[src/core/ddc_pkg.sv]
// package for the dual-channel output register block
// assumes a register port of address, write data, write and read strobes
package ddc_pkg;
   // ------------------------------------------------------------
   // register addresses
   // ------------------------------------------------------------
   localparam logic [7:0] ADDR_CODE0 = 8'h1c;
   localparam logic [7:0] ADDR_CODE1 = 8'h19;
   localparam logic [7:0] ADDR_CONFIG = 8'h1f;
   localparam logic [7:0] ADDR_TRIGGER = 8'h20;
   // ------------------------------------------------------------
   // reset values and fields
   // ------------------------------------------------------------
   localparam logic [15:0] CODE_RESET = 16'h0000;
   localparam logic [15:0] CONFIG_RESET = 16'h0fff;
   localparam logic [15:0] TRIGGER_RESET = 16'h0000;
   localparam logic [15:0] CODE_MASK = 16'hfff0;
   localparam logic [15:0] CURRENT_MASK = 16'hff00;
   localparam logic [11:0] MID_CODE = 12'h800;
   localparam logic [11:0] ZERO_CODE = 12'h000;
   localparam int CODE_LSB = 4;
   localparam int LOCK_BIT = 14;
   localparam int WINLATCH_BIT = 15;
   localparam int FAULTADDR_BIT = 13;
   localparam int REFEN_BIT = 12;
   localparam int VPD0_LSB = 10;
   localparam int IPD0_BIT = 9;
   localparam int VPD1_LSB = 1;
   localparam int IPD1_BIT = 0;
   localparam int UNLOCK_LSB = 12;
   localparam int RESETF_LSB = 8;
   localparam logic [3:0] UNLOCK_PASSWORD = 4'h5;
   localparam logic [3:0] RESET_KEY = 4'ha;
   localparam int LOAD_BIT = 7;
   localparam int CLEAR_BIT = 6;
   localparam int DUMP_BIT = 4;
   localparam int PROTECT_BIT = 3;
   localparam int ROWREAD_BIT = 2;
   localparam int PROG_BIT = 1;
   localparam int RELOAD_BIT = 0;
   // ------------------------------------------------------------
   // carriers
   // ------------------------------------------------------------
   typedef struct packed {
      logic [7:0] addr;
      logic [15:0] wdata;
      logic wr;
      logic rd;
   } ddc_req_type;
   typedef struct packed {
      logic power_on_reset;
      logic sync_load;
      logic output_clear;
      logic fault_dump;
      logic protect;
      logic single_row_read;
      logic nonvolatile_program;
      logic nonvolatile_reload;
   } ddc_pulse_type;
   typedef struct packed {
      logic window_compare_latch_enable;
      logic fault_read_address_select;
      logic internal_reference_enable;
      logic [1:0] voltage_power_down_select0;
      logic current_power_down0;
      logic [1:0] voltage_power_down_select1;
      logic current_power_down1;
   } ddc_cfg_type;
endpackage

[src/core/ddc_regs.sv]
// register block: two channel codes, common configuration, triggers
// assumes register requests arrive synchronous to core_clk, one a cycle
`timescale 1ns/1ps
module ddc_regs #(
   parameter int CHANNELS = 2
) (
   input wire logic core_clk,
   input wire logic reset,
   input wire ddc_pkg::ddc_req_type req,
   input wire logic [CHANNELS-1:0] sync_mode,
   input wire logic [CHANNELS-1:0] clear_level_select,
   input wire logic [CHANNELS-1:0] current_output_mode,
   output logic [15:0] rdata,
   output logic rvalid,
   output ddc_pkg::ddc_pulse_type pulses,
   output logic [CHANNELS-1:0] load_strobe,
   output ddc_pkg::ddc_cfg_type cfg,
   output logic [CHANNELS*12-1:0] output_code,
   output logic locked
);
   // ------------------------------------------------------------
   // constants
   // ------------------------------------------------------------
   localparam int CODE_W = $bits(ddc_pkg::ZERO_CODE);
   localparam int NIB_W = $bits(ddc_pkg::UNLOCK_PASSWORD);
   localparam logic [NIB_W-1:0] NIB_ZERO = '0;

   // ------------------------------------------------------------
   // state
   // ------------------------------------------------------------
   logic [CODE_W-1:0] code_q [CHANNELS];
   logic [CODE_W-1:0] code_d [CHANNELS];
   logic [CODE_W-1:0] out_q [CHANNELS];
   logic [CODE_W-1:0] out_d [CHANNELS];
   logic [15:0] config_q;
   logic [15:0] config_d;
   logic unlock_armed_q;
   logic unlock_armed_d;
   logic [15:0] rdata_q;
   logic [15:0] rdata_d;
   logic rvalid_q;
   logic rvalid_d;
   ddc_pkg::ddc_pulse_type pulses_q;
   ddc_pkg::ddc_pulse_type pulses_d;
   logic [CHANNELS-1:0] load_q;
   logic [CHANNELS-1:0] load_d;

   // ------------------------------------------------------------
   // request decode
   // ------------------------------------------------------------
   logic lock_on;
   logic write_open;
   logic cfg_wr;
   logic trig_wr;
   logic cfg_rd;
   logic password_ok;
   logic reset_key_ok;
   logic lock_release;
   logic [CHANNELS-1:0] code_wr;
   logic [CHANNELS-1:0] code_rd;

   // current mode keeps only the upper eight code bits
   function automatic logic [CODE_W-1:0] code_field(
      input logic [15:0] w,
      input logic cur
   );
      logic [15:0] m;
      m = cur ? ddc_pkg::CURRENT_MASK : ddc_pkg::CODE_MASK;
      code_field = CODE_W'((w & m) >> ddc_pkg::CODE_LSB);
   endfunction

   // register address of one channel code
   function automatic logic [7:0] chan_addr(input int ch);
      chan_addr = (ch == 0) ? ddc_pkg::ADDR_CODE0 : ddc_pkg::ADDR_CODE1;
   endfunction

   // a write strobe aimed at one register address
   function automatic logic hits_write(
      input ddc_pkg::ddc_req_type r,
      input logic [7:0] a
   );
      hits_write = r.wr && (r.addr == a);
   endfunction

   // a read strobe aimed at one register address
   function automatic logic hits_read(
      input ddc_pkg::ddc_req_type r,
      input logic [7:0] a
   );
      hits_read = r.rd && (r.addr == a);
   endfunction

   assign lock_on = config_q[ddc_pkg::LOCK_BIT];
   // locked: only the password and the later lock clear get through
   assign write_open = !lock_on;
   assign cfg_wr = hits_write(req, ddc_pkg::ADDR_CONFIG);
   assign trig_wr = hits_write(req, ddc_pkg::ADDR_TRIGGER);
   assign cfg_rd = hits_read(req, ddc_pkg::ADDR_CONFIG);
   assign password_ok = req.wdata[ddc_pkg::UNLOCK_LSB +: NIB_W] ==
                        ddc_pkg::UNLOCK_PASSWORD;
   assign reset_key_ok = req.wdata[ddc_pkg::RESETF_LSB +: NIB_W] ==
                         ddc_pkg::RESET_KEY;
   assign lock_release = cfg_wr && lock_on && unlock_armed_q &&
                         !req.wdata[ddc_pkg::LOCK_BIT];
   generate
      for (genvar g = 0; g < CHANNELS; g++) begin : g_dec
         assign code_wr[g] = hits_write(req, chan_addr(g));
         assign code_rd[g] = hits_read(req, chan_addr(g));
      end
   endgenerate

   // ------------------------------------------------------------
   // common configuration
   // ------------------------------------------------------------
   always_comb begin
      config_d = config_q;
      if (lock_release) begin
         config_d[ddc_pkg::LOCK_BIT] = 1'h0;
      end
      if (cfg_wr && write_open) begin
         config_d = req.wdata;
      end
      // a software power-on reset restores the whole register
      if (pulses_q.power_on_reset) begin
         config_d = ddc_pkg::CONFIG_RESET;
      end
   end

   always_ff @(posedge core_clk) begin
      if (reset) begin
         config_q <= ddc_pkg::CONFIG_RESET;
      end else begin
         config_q <= config_d;
      end
   end

   // ------------------------------------------------------------
   // unlock arming
   // ------------------------------------------------------------
   always_comb begin
      unlock_armed_d = unlock_armed_q;
      if (trig_wr && lock_on && password_ok) begin
         unlock_armed_d = 1'h1;
      end
      // the arm is spent by the lock clear or by any accepted config write
      if (lock_release || (cfg_wr && write_open)) begin
         unlock_armed_d = 1'h0;
      end
      if (pulses_q.power_on_reset) begin
         unlock_armed_d = 1'h0;
      end
   end

   always_ff @(posedge core_clk) begin
      if (reset) begin
         unlock_armed_q <= 1'h0;
      end else begin
         unlock_armed_q <= unlock_armed_d;
      end
   end

   // ------------------------------------------------------------
   // trigger pulses and synchronous load
   // ------------------------------------------------------------
   always_comb begin
      pulses_d = '0;
      load_d = '0;
      if (trig_wr && write_open) begin
         pulses_d.power_on_reset = reset_key_ok;
         pulses_d.sync_load = req.wdata[ddc_pkg::LOAD_BIT];
         pulses_d.output_clear = req.wdata[ddc_pkg::CLEAR_BIT];
         pulses_d.fault_dump = req.wdata[ddc_pkg::DUMP_BIT];
         pulses_d.protect = req.wdata[ddc_pkg::PROTECT_BIT];
         pulses_d.single_row_read = req.wdata[ddc_pkg::ROWREAD_BIT];
         pulses_d.nonvolatile_program = req.wdata[ddc_pkg::PROG_BIT];
         pulses_d.nonvolatile_reload = req.wdata[ddc_pkg::RELOAD_BIT];
         for (int ch = 0; ch < CHANNELS; ch++) begin
            load_d[ch] = req.wdata[ddc_pkg::LOAD_BIT] && sync_mode[ch];
         end
      end
   end

   always_ff @(posedge core_clk) begin
      if (reset) begin
         pulses_q <= '0;
         load_q <= '0;
      end else begin
         pulses_q <= pulses_d;
         load_q <= load_d;
      end
   end

   // ------------------------------------------------------------
   // channel codes
   // ------------------------------------------------------------
   always_comb begin
      code_d = code_q;
      for (int ch = 0; ch < CHANNELS; ch++) begin
         if (code_wr[ch] && write_open) begin
            code_d[ch] = code_field(req.wdata, current_output_mode[ch]);
         end
         if (pulses_d.output_clear) begin
            code_d[ch] = clear_level_select[ch] ? ddc_pkg::MID_CODE
                                                : ddc_pkg::ZERO_CODE;
         end
         if (pulses_q.power_on_reset) begin
            code_d[ch] = ddc_pkg::ZERO_CODE;
         end
      end
   end

   always_ff @(posedge core_clk) begin
      if (reset) begin
         for (int ch = 0; ch < CHANNELS; ch++) begin
            code_q[ch] <= ddc_pkg::ZERO_CODE;
         end
      end else begin
         code_q <= code_d;
      end
   end

   // ------------------------------------------------------------
   // active outputs
   // ------------------------------------------------------------
   always_comb begin
      out_d = out_q;
      for (int ch = 0; ch < CHANNELS; ch++) begin
         // async channels follow the code, sync ones wait for the load or an output clear
         if (!sync_mode[ch] || load_d[ch] || pulses_d.output_clear) begin
            out_d[ch] = code_d[ch];
         end
         if (pulses_q.power_on_reset) begin
            out_d[ch] = ddc_pkg::ZERO_CODE;
         end
      end
   end

   always_ff @(posedge core_clk) begin
      if (reset) begin
         for (int ch = 0; ch < CHANNELS; ch++) begin
            out_q[ch] <= ddc_pkg::ZERO_CODE;
         end
      end else begin
         out_q <= out_d;
      end
   end

   // ------------------------------------------------------------
   // read port
   // ------------------------------------------------------------
   always_comb begin
      rvalid_d = req.rd;
      rdata_d = 16'h0000;
      if (cfg_rd) begin
         rdata_d = config_q;
      end
      for (int ch = 0; ch < CHANNELS; ch++) begin
         if (code_rd[ch]) begin
            rdata_d = {code_q[ch], NIB_ZERO};
         end
      end
      // trigger register reads zero: the read port does not decode its address
   end

   always_ff @(posedge core_clk) begin
      if (reset) begin
         rdata_q <= 16'h0000;
         rvalid_q <= 1'h0;
      end else begin
         rdata_q <= rdata_d;
         rvalid_q <= rvalid_d;
      end
   end

   // ------------------------------------------------------------
   // outputs
   // ------------------------------------------------------------
   assign rdata = rdata_q;
   assign rvalid = rvalid_q;
   assign pulses = pulses_q;
   assign load_strobe = load_q;
   assign locked = config_q[ddc_pkg::LOCK_BIT];
   assign cfg.window_compare_latch_enable = config_q[ddc_pkg::WINLATCH_BIT];
   assign cfg.fault_read_address_select = config_q[ddc_pkg::FAULTADDR_BIT];
   assign cfg.internal_reference_enable = config_q[ddc_pkg::REFEN_BIT];
   assign cfg.voltage_power_down_select0 = config_q[ddc_pkg::VPD0_LSB +: 2];
   assign cfg.current_power_down0 = config_q[ddc_pkg::IPD0_BIT];
   assign cfg.voltage_power_down_select1 = config_q[ddc_pkg::VPD1_LSB +: 2];
   assign cfg.current_power_down1 = config_q[ddc_pkg::IPD1_BIT];
   generate
      for (genvar g = 0; g < CHANNELS; g++) begin : g_out
         assign output_code[g*12 +: 12] = out_q[g];
      end
   endgenerate
endmodule

[config.mk]
export PLATFORM = sky130hd
export DESIGN_NAME = ddc_regs
export DESIGN_NICKNAME = d
export VERILOG_FILES = /design/src/core/ddc_pkg.sv /design/src/core/ddc_regs.sv
export SDC_FILE = /design/constraint.sdc
export NUM_CORES = 1
export LEC_CHECK = 0
export ABC_AREA = 0
export BUFFER_PORTS_ARGS = -buffer_cell sky130_fd_sc_hd__buf_4
export CORE_UTILIZATION = 34
export CTS_BUF_LIST = sky130_fd_sc_hd__clkbuf_8
export CTS_CLUSTER_SIZE = 10
export DETAILED_ROUTE_END_ITERATION = 7
export HOLD_SLACK_MARGIN = 0.02
export MAX_ROUTING_LAYER = met4
export SLEW_MARGIN = 20
export SYNTH_ARGS = -nofsm -noshare
export SYNTH_HDL_FRONTEND = slang
export SYNTH_SLANG_ARGS = --single-unit
[constraint.sdc]
create_clock -name core_clk -period 2.45 [get_ports core_clk]
set_clock_uncertainty 0.2 [all_clocks]
set_input_delay 0.245 -clock core_clk [delete_from_list [all_inputs] [get_ports core_clk]]
set_output_delay 0.245 -clock core_clk [all_outputs]
set_load 0.05 [all_outputs]
# Word level (Yosys, flattened, before mapping)

Index checks and enable logic that the tools add are counted.

Bits in registers: 92
Input bits: 34
Output and inout port bits: 61
Logic and storage cells: 78

Equality and inequality tests: 6
Multiplexer cells: 17
Bitwise operators: 4
Reductions and logical operators: 32

Operators with widths:

| kind                                          | number |
|---|---|
| 2-to-1 mux 12 bit                             | 8 |
| 2-to-1 mux 16 bit                             | 3 |
| AND 16 bit                                    | 2 |
| == test 8 x 5 -> 1 bit, second input constant | 3 |
| logical AND 1 bit                             | 18 |
| 2-to-1 mux 8 bit                              | 2 |
| 2-to-1 mux 15 bit                             | 1 |
| == test 8 x 6 -> 1 bit, second input constant | 1 |
| 2-to-1 mux 6 bit                              | 1 |
| logical OR 1 bit                              | 5 |
| == test 4 x 3 -> 1 bit, second input constant | 1 |
| == test 4 bit, second input constant          | 1 |
| zero test 1 bit                               | 4 |
| OR reduction 2 bit                            | 2 |
| OR reduction 4 bit                            | 1 |
| OR reduction 3 bit                            | 1 |
| 2-to-1 mux 2 bit                              | 1 |
| NOT 1 bit                                     | 2 |
| nonzero test 2 bit                            | 1 |
| 2-to-1 mux 1 bit                              | 1 |

# Logic depth before layout (Yosys ltp)

Word-level depth: 7
Mapped depth: 7

# Worst setup path before layout

No wires, ideal clock.

Path type: register to register
Start point: reg config_q[14]
End point: reg config_q[10]
Setup time: 137 ps
Data arrival time: 1817 ps
Required time: 2113 ps
Setup slack: 297 ps
Cell stages (with the launch flop): 8
Buffers on the path: 3
Cell sequence: dfxtp_1 > clkbuf_1 > nand2b_1 > or4_1 > clkbuf_1 > buf_2 > nand2_1 > nand3_1

Word-level cells in the longest chain between the ends: 2

Ends and longest elaborated chain:

| what                   | line            | text |
|---|---|---|
| start, declared        | ddc_regs.sv:35  | `logic [15:0] config_q;` |
| start signal, assigned | ddc_regs.sv:131 | `config_q <= ddc_pkg::CONFIG_RESET;` |
| start signal, assigned | ddc_regs.sv:133 | `config_q <= config_d;` |
| zero test 1 bit        | ddc_regs.sv:95  | `assign write_open = !lock_on;` |
| logical AND 1 bit      | ddc_regs.sv:120 | `if (cfg_wr && write_open) begin` |

No other way between the ends.
A chain may end at the register's enable or synchronous reset.

# Worst setup path after layout

Start point: reg config_q[14]
End point: reg out_q, in the netlist output_code[6]

Word-level cells in the longest chain between the ends: 5
Elaborated cells on any way between the ends: 10
Those cells by class: 5 x mux; 5 x reduce/logical

Ends and longest elaborated chain:

| what                                                         | line                             | text |
|---|---|---|
| zero test 1 bit *                                            | ddc_regs.sv:95                   |  |
| logical AND 1 bit, on equally long branches                  | ddc_regs.sv:199, ddc_regs.sv:168 |  |
| 2-to-1 mux 12 bit (tied with other cells)                    | ddc_regs.sv:199                  | `if (code_wr[ch] && write_open) begin` |
| 2-to-1 mux 12 bit / logical OR 1 bit (equally long branches) | ddc_regs.sv:202, ddc_regs.sv:229 |  |
| 2-to-1 mux 12 bit / logical OR 1 bit (equally long branches) | ddc_regs.sv:206, ddc_regs.sv:229 |  |
| end signal, assigned by index                                | ddc_regs.sv:241                  | `out_q[ch] <= ddc_pkg::ZERO_CODE;` |
| end signal, assigned                                         | ddc_regs.sv:244                  | `out_q <= out_d;` |
| end, declared                                                | ddc_regs.sv:33                   | `logic [CODE_W-1:0] out_q [CHANNELS];` |

Mark *: on every way between the ends. The rest lies on a longest branch, timed or not.

==> results.txt <==
die area -> 11100 um2
vias in the first global route -> 2996
register area share after synthesis -> 50.5%
IO Port Bufs -> 94
cell taking the most area after synthesis -> dfxtp_1
critical path, cell by cell -> nor4b_1 > nand4_1 > buf_4 > mux2i_1 > o2bb2ai_1
max frequency -> 0.468 GHz
RSZ-0062 raised after global routing -> false
CTS tree -> yes
Area Growth Syn to Fin -> 34.0%
dpl hpwl -> 7140 um
ys async rst share -> 0%
diode count -> 0
total number of H-tree levels -> 3
status -> completed
Static Leakage -> 2.11 nW
Syn Nets -> 404
Cell variety after synth -> 40
Avg Vias per Cell -> 4.92
area share of the largest cell type after synthesis -> 50.5%
remaining global-route overflow -> 0
I/O Pins -> 95
Synth Cell Area -> 3640 um2
Final #Nets -> 516
flops & latches, synth -> 92
WS Path Type -> register to register
Worst slew margin -> 51.3%
Clock Latency Late Sink -> 350 ps
EDFF count, synth -> 0
routed vias -> 3063
most common cell after layout, fill and taps aside -> buf_4
1st-pass router iterations -> 4
row count -> 37
Tmin final -> 2140 ps
TritonCTS Buffers -> 9
Power Total -> 2.64 mW
All-Layer GR Usage -> 19.2%
Synth Flop Type -> dfxtp_1
first-pass GRT wire length -> 16000 um
Final period util -> 87.2%
Slew @ Worst Pin -> 721 ps
Critical Path Fanout Max -> 11
slowest stage cell, crit path -> nor4b_1
Clk Tree Root Cell -> clkbuf_8
CP Capture Type -> register
yosys warns -> 0
Routed WL per cell -> 16.4 um
Critical Path RT -> 2480 ps
gr busiest metal -> met2
Max Cap Viol -> 0
Iter 0 DRT Violations -> 194
Crit path largest cell delay -> 550 ps
core area -> 10400 um2
clock transition at the registers of the reported paths -> 90 ps
Post-route DRC -> 0
cell area power density -> 540 nW/um2
Post-DRT Antenna Nets -> 0
clock buffer depth -> 2
worst path buffer plus inverter count -> 1
commonest non-fill, non-tap cells in the layout -> buf_4, dfxtp_1, nor2_1
Post-CTS Setup Bufs -> 0
Post-Synthesis Cells -> 370
final-report hold violation count -> 0
largest net degree at the start of global routing -> 24
Critical Path AT -> 2160 ps
Worst Setup Start Kind -> register
Die X -> 106 um
M3 GR Usage -> 2.72%
final WL -> 10200 um
grt met2 use -> 30.0%
layout cells sized above 1 -> 29.2%
Max VDD drop -> 0.236 mV
routability cong. -> 0.851
setup tns final -> 0 ps
Mean Syn Cell Area -> 9.85 um2
Setup Viol. Count Final -> 0
top cells by area, synth -> dfxtp_1, mux2i_1, o2bb2ai_2, nor2_1, nand2_1
Worst Hold Class -> primary input to register
antenna violations before repair -> 0
# clock sinks -> 92
top cell family by delay on the critical path -> simple AND/OR/NAND/NOR gates
Die Span Y -> 106 um
Slew Viols, Final -> 0
met1 Use GR -> 25.0%
Starting Density -> 35.1%
worst register-to-register path: cells and delay by family, from the launching register on:
family,cells,cell delay [ps]
flip-flops,1,440
multiplexers,1,320
AO/OA/AOI/OAI,1,110
buffers and inverters,1,230
AND/OR/NAND/NOR,2,720
cells in the mapped netlist (11+ instances only):
cell type	number
clkbuf_1	12
a21oi_1	16
nand2_1	34
a22o_1	12
nand3_1	15
dfxtp_1	92
and2_1	13
nor3_1	15
nor2_1	39
mux2i_1	23
buf_4	11
o2bb2ai_1	13
worst paths after layout:
kind | startpoint | end | slack [ps] | depth (start not counted)
min reg2reg | config_q[3]$_SDFFE_PP1P_ | rdata[3]$_SDFF_PP0_ | 260 | 1
max | config_q[14]$_SDFFE_PP0P_ | output_code[6]$_SDFFE_PP0P_ | 310 | 5
max reg2reg | config_q[14]$_SDFFE_PP0P_ | output_code[6]$_SDFFE_PP0P_ | 310 | 5
min | current_output_mode[1] | code_q[0]$_SDFF_PP0_ | 140 | 4
report_power, final:
part | internal, mW | switching [mW] | leakage, nW
Combinational | 0.0959 | 0.117 | 1.28
Sequential | 1.50 | 0.00130 | 0.741
Clock | 0.395 | 0.530 | 0.0861
Total | 1.99 | 0.649 | 2.11
layout make-up:
cell class / instances / area [um2]
Fill cell: 986 / 5490
Sequential cell: 92 / 1840
Multi-Input combinational cell: 241 / 1610
Timing Repair Buffer: 132 / 1060
Tap cell: 136 / 170
Clock buffer: 10 / 138
Clock inverter: 6 / 40.0
Inverter: 6 / 22.5
registers in the layout, indices dropped and copies added, names as in the netlist:
| name | count |
|---|---|
| config_q | 16 |
| unlock_armed_q | 1 |
| rdata | 16 |
| load_strobe | 2 |
| code_q | 24 |
| rvalid | 1 |
| pulses | 8 |
| output_code | 24 |
per-layer routing:
metal / wire (um) / share of wire (%) / up-vias
met5: 0 / 0 / -
met4: 191 / 1.9 / 0
met3: 524 / 5.1 / 15
met2: 4740 / 46 / 109
met1: 4760 / 47 / 1416
li1: - / - / 1523
through the flow:
stage / instance area [um2] / std cells / hold slack, ps / setup slack, ps / utilization [%]
after floorplan: 3640 / 370 / 136 / 297 / -
after global routing: 4880 / 623 / 131 / 187 / 47.1
final: 4880 / 623 / 144 / 314 / 47.1
after CTS: 4880 / 623 / 121 / 349 / 47.1
after global placement: 4460 / 583 / 238 / 269 / 43.1
after detailed placement: 4460 / 583 / 243 / 247 / 43.1
what timing repair did:
item / 4_1_cts / 5_1_grt
setup endpoints to repair: 0 / 0
hold buffers: 24 / 0
hold endpoints to repair: 33 / 0
resized for setup: 0 / 0
kinds of logic (layout without fill, tap and decap cells):
logic type / after synthesis / after routing / share of synthesized area (%)
AO/OA/AOI/OAI: 63 / 63 / 14.9
flip-flops: 92 / 92 / 50.5
buffers and inverters: 37 / 154 / 5.53
multiplexers: 23 / 23 / 6.32
AND/OR/NAND/NOR: 155 / 155 / 22.7
(Power assumes the default switching activity.)
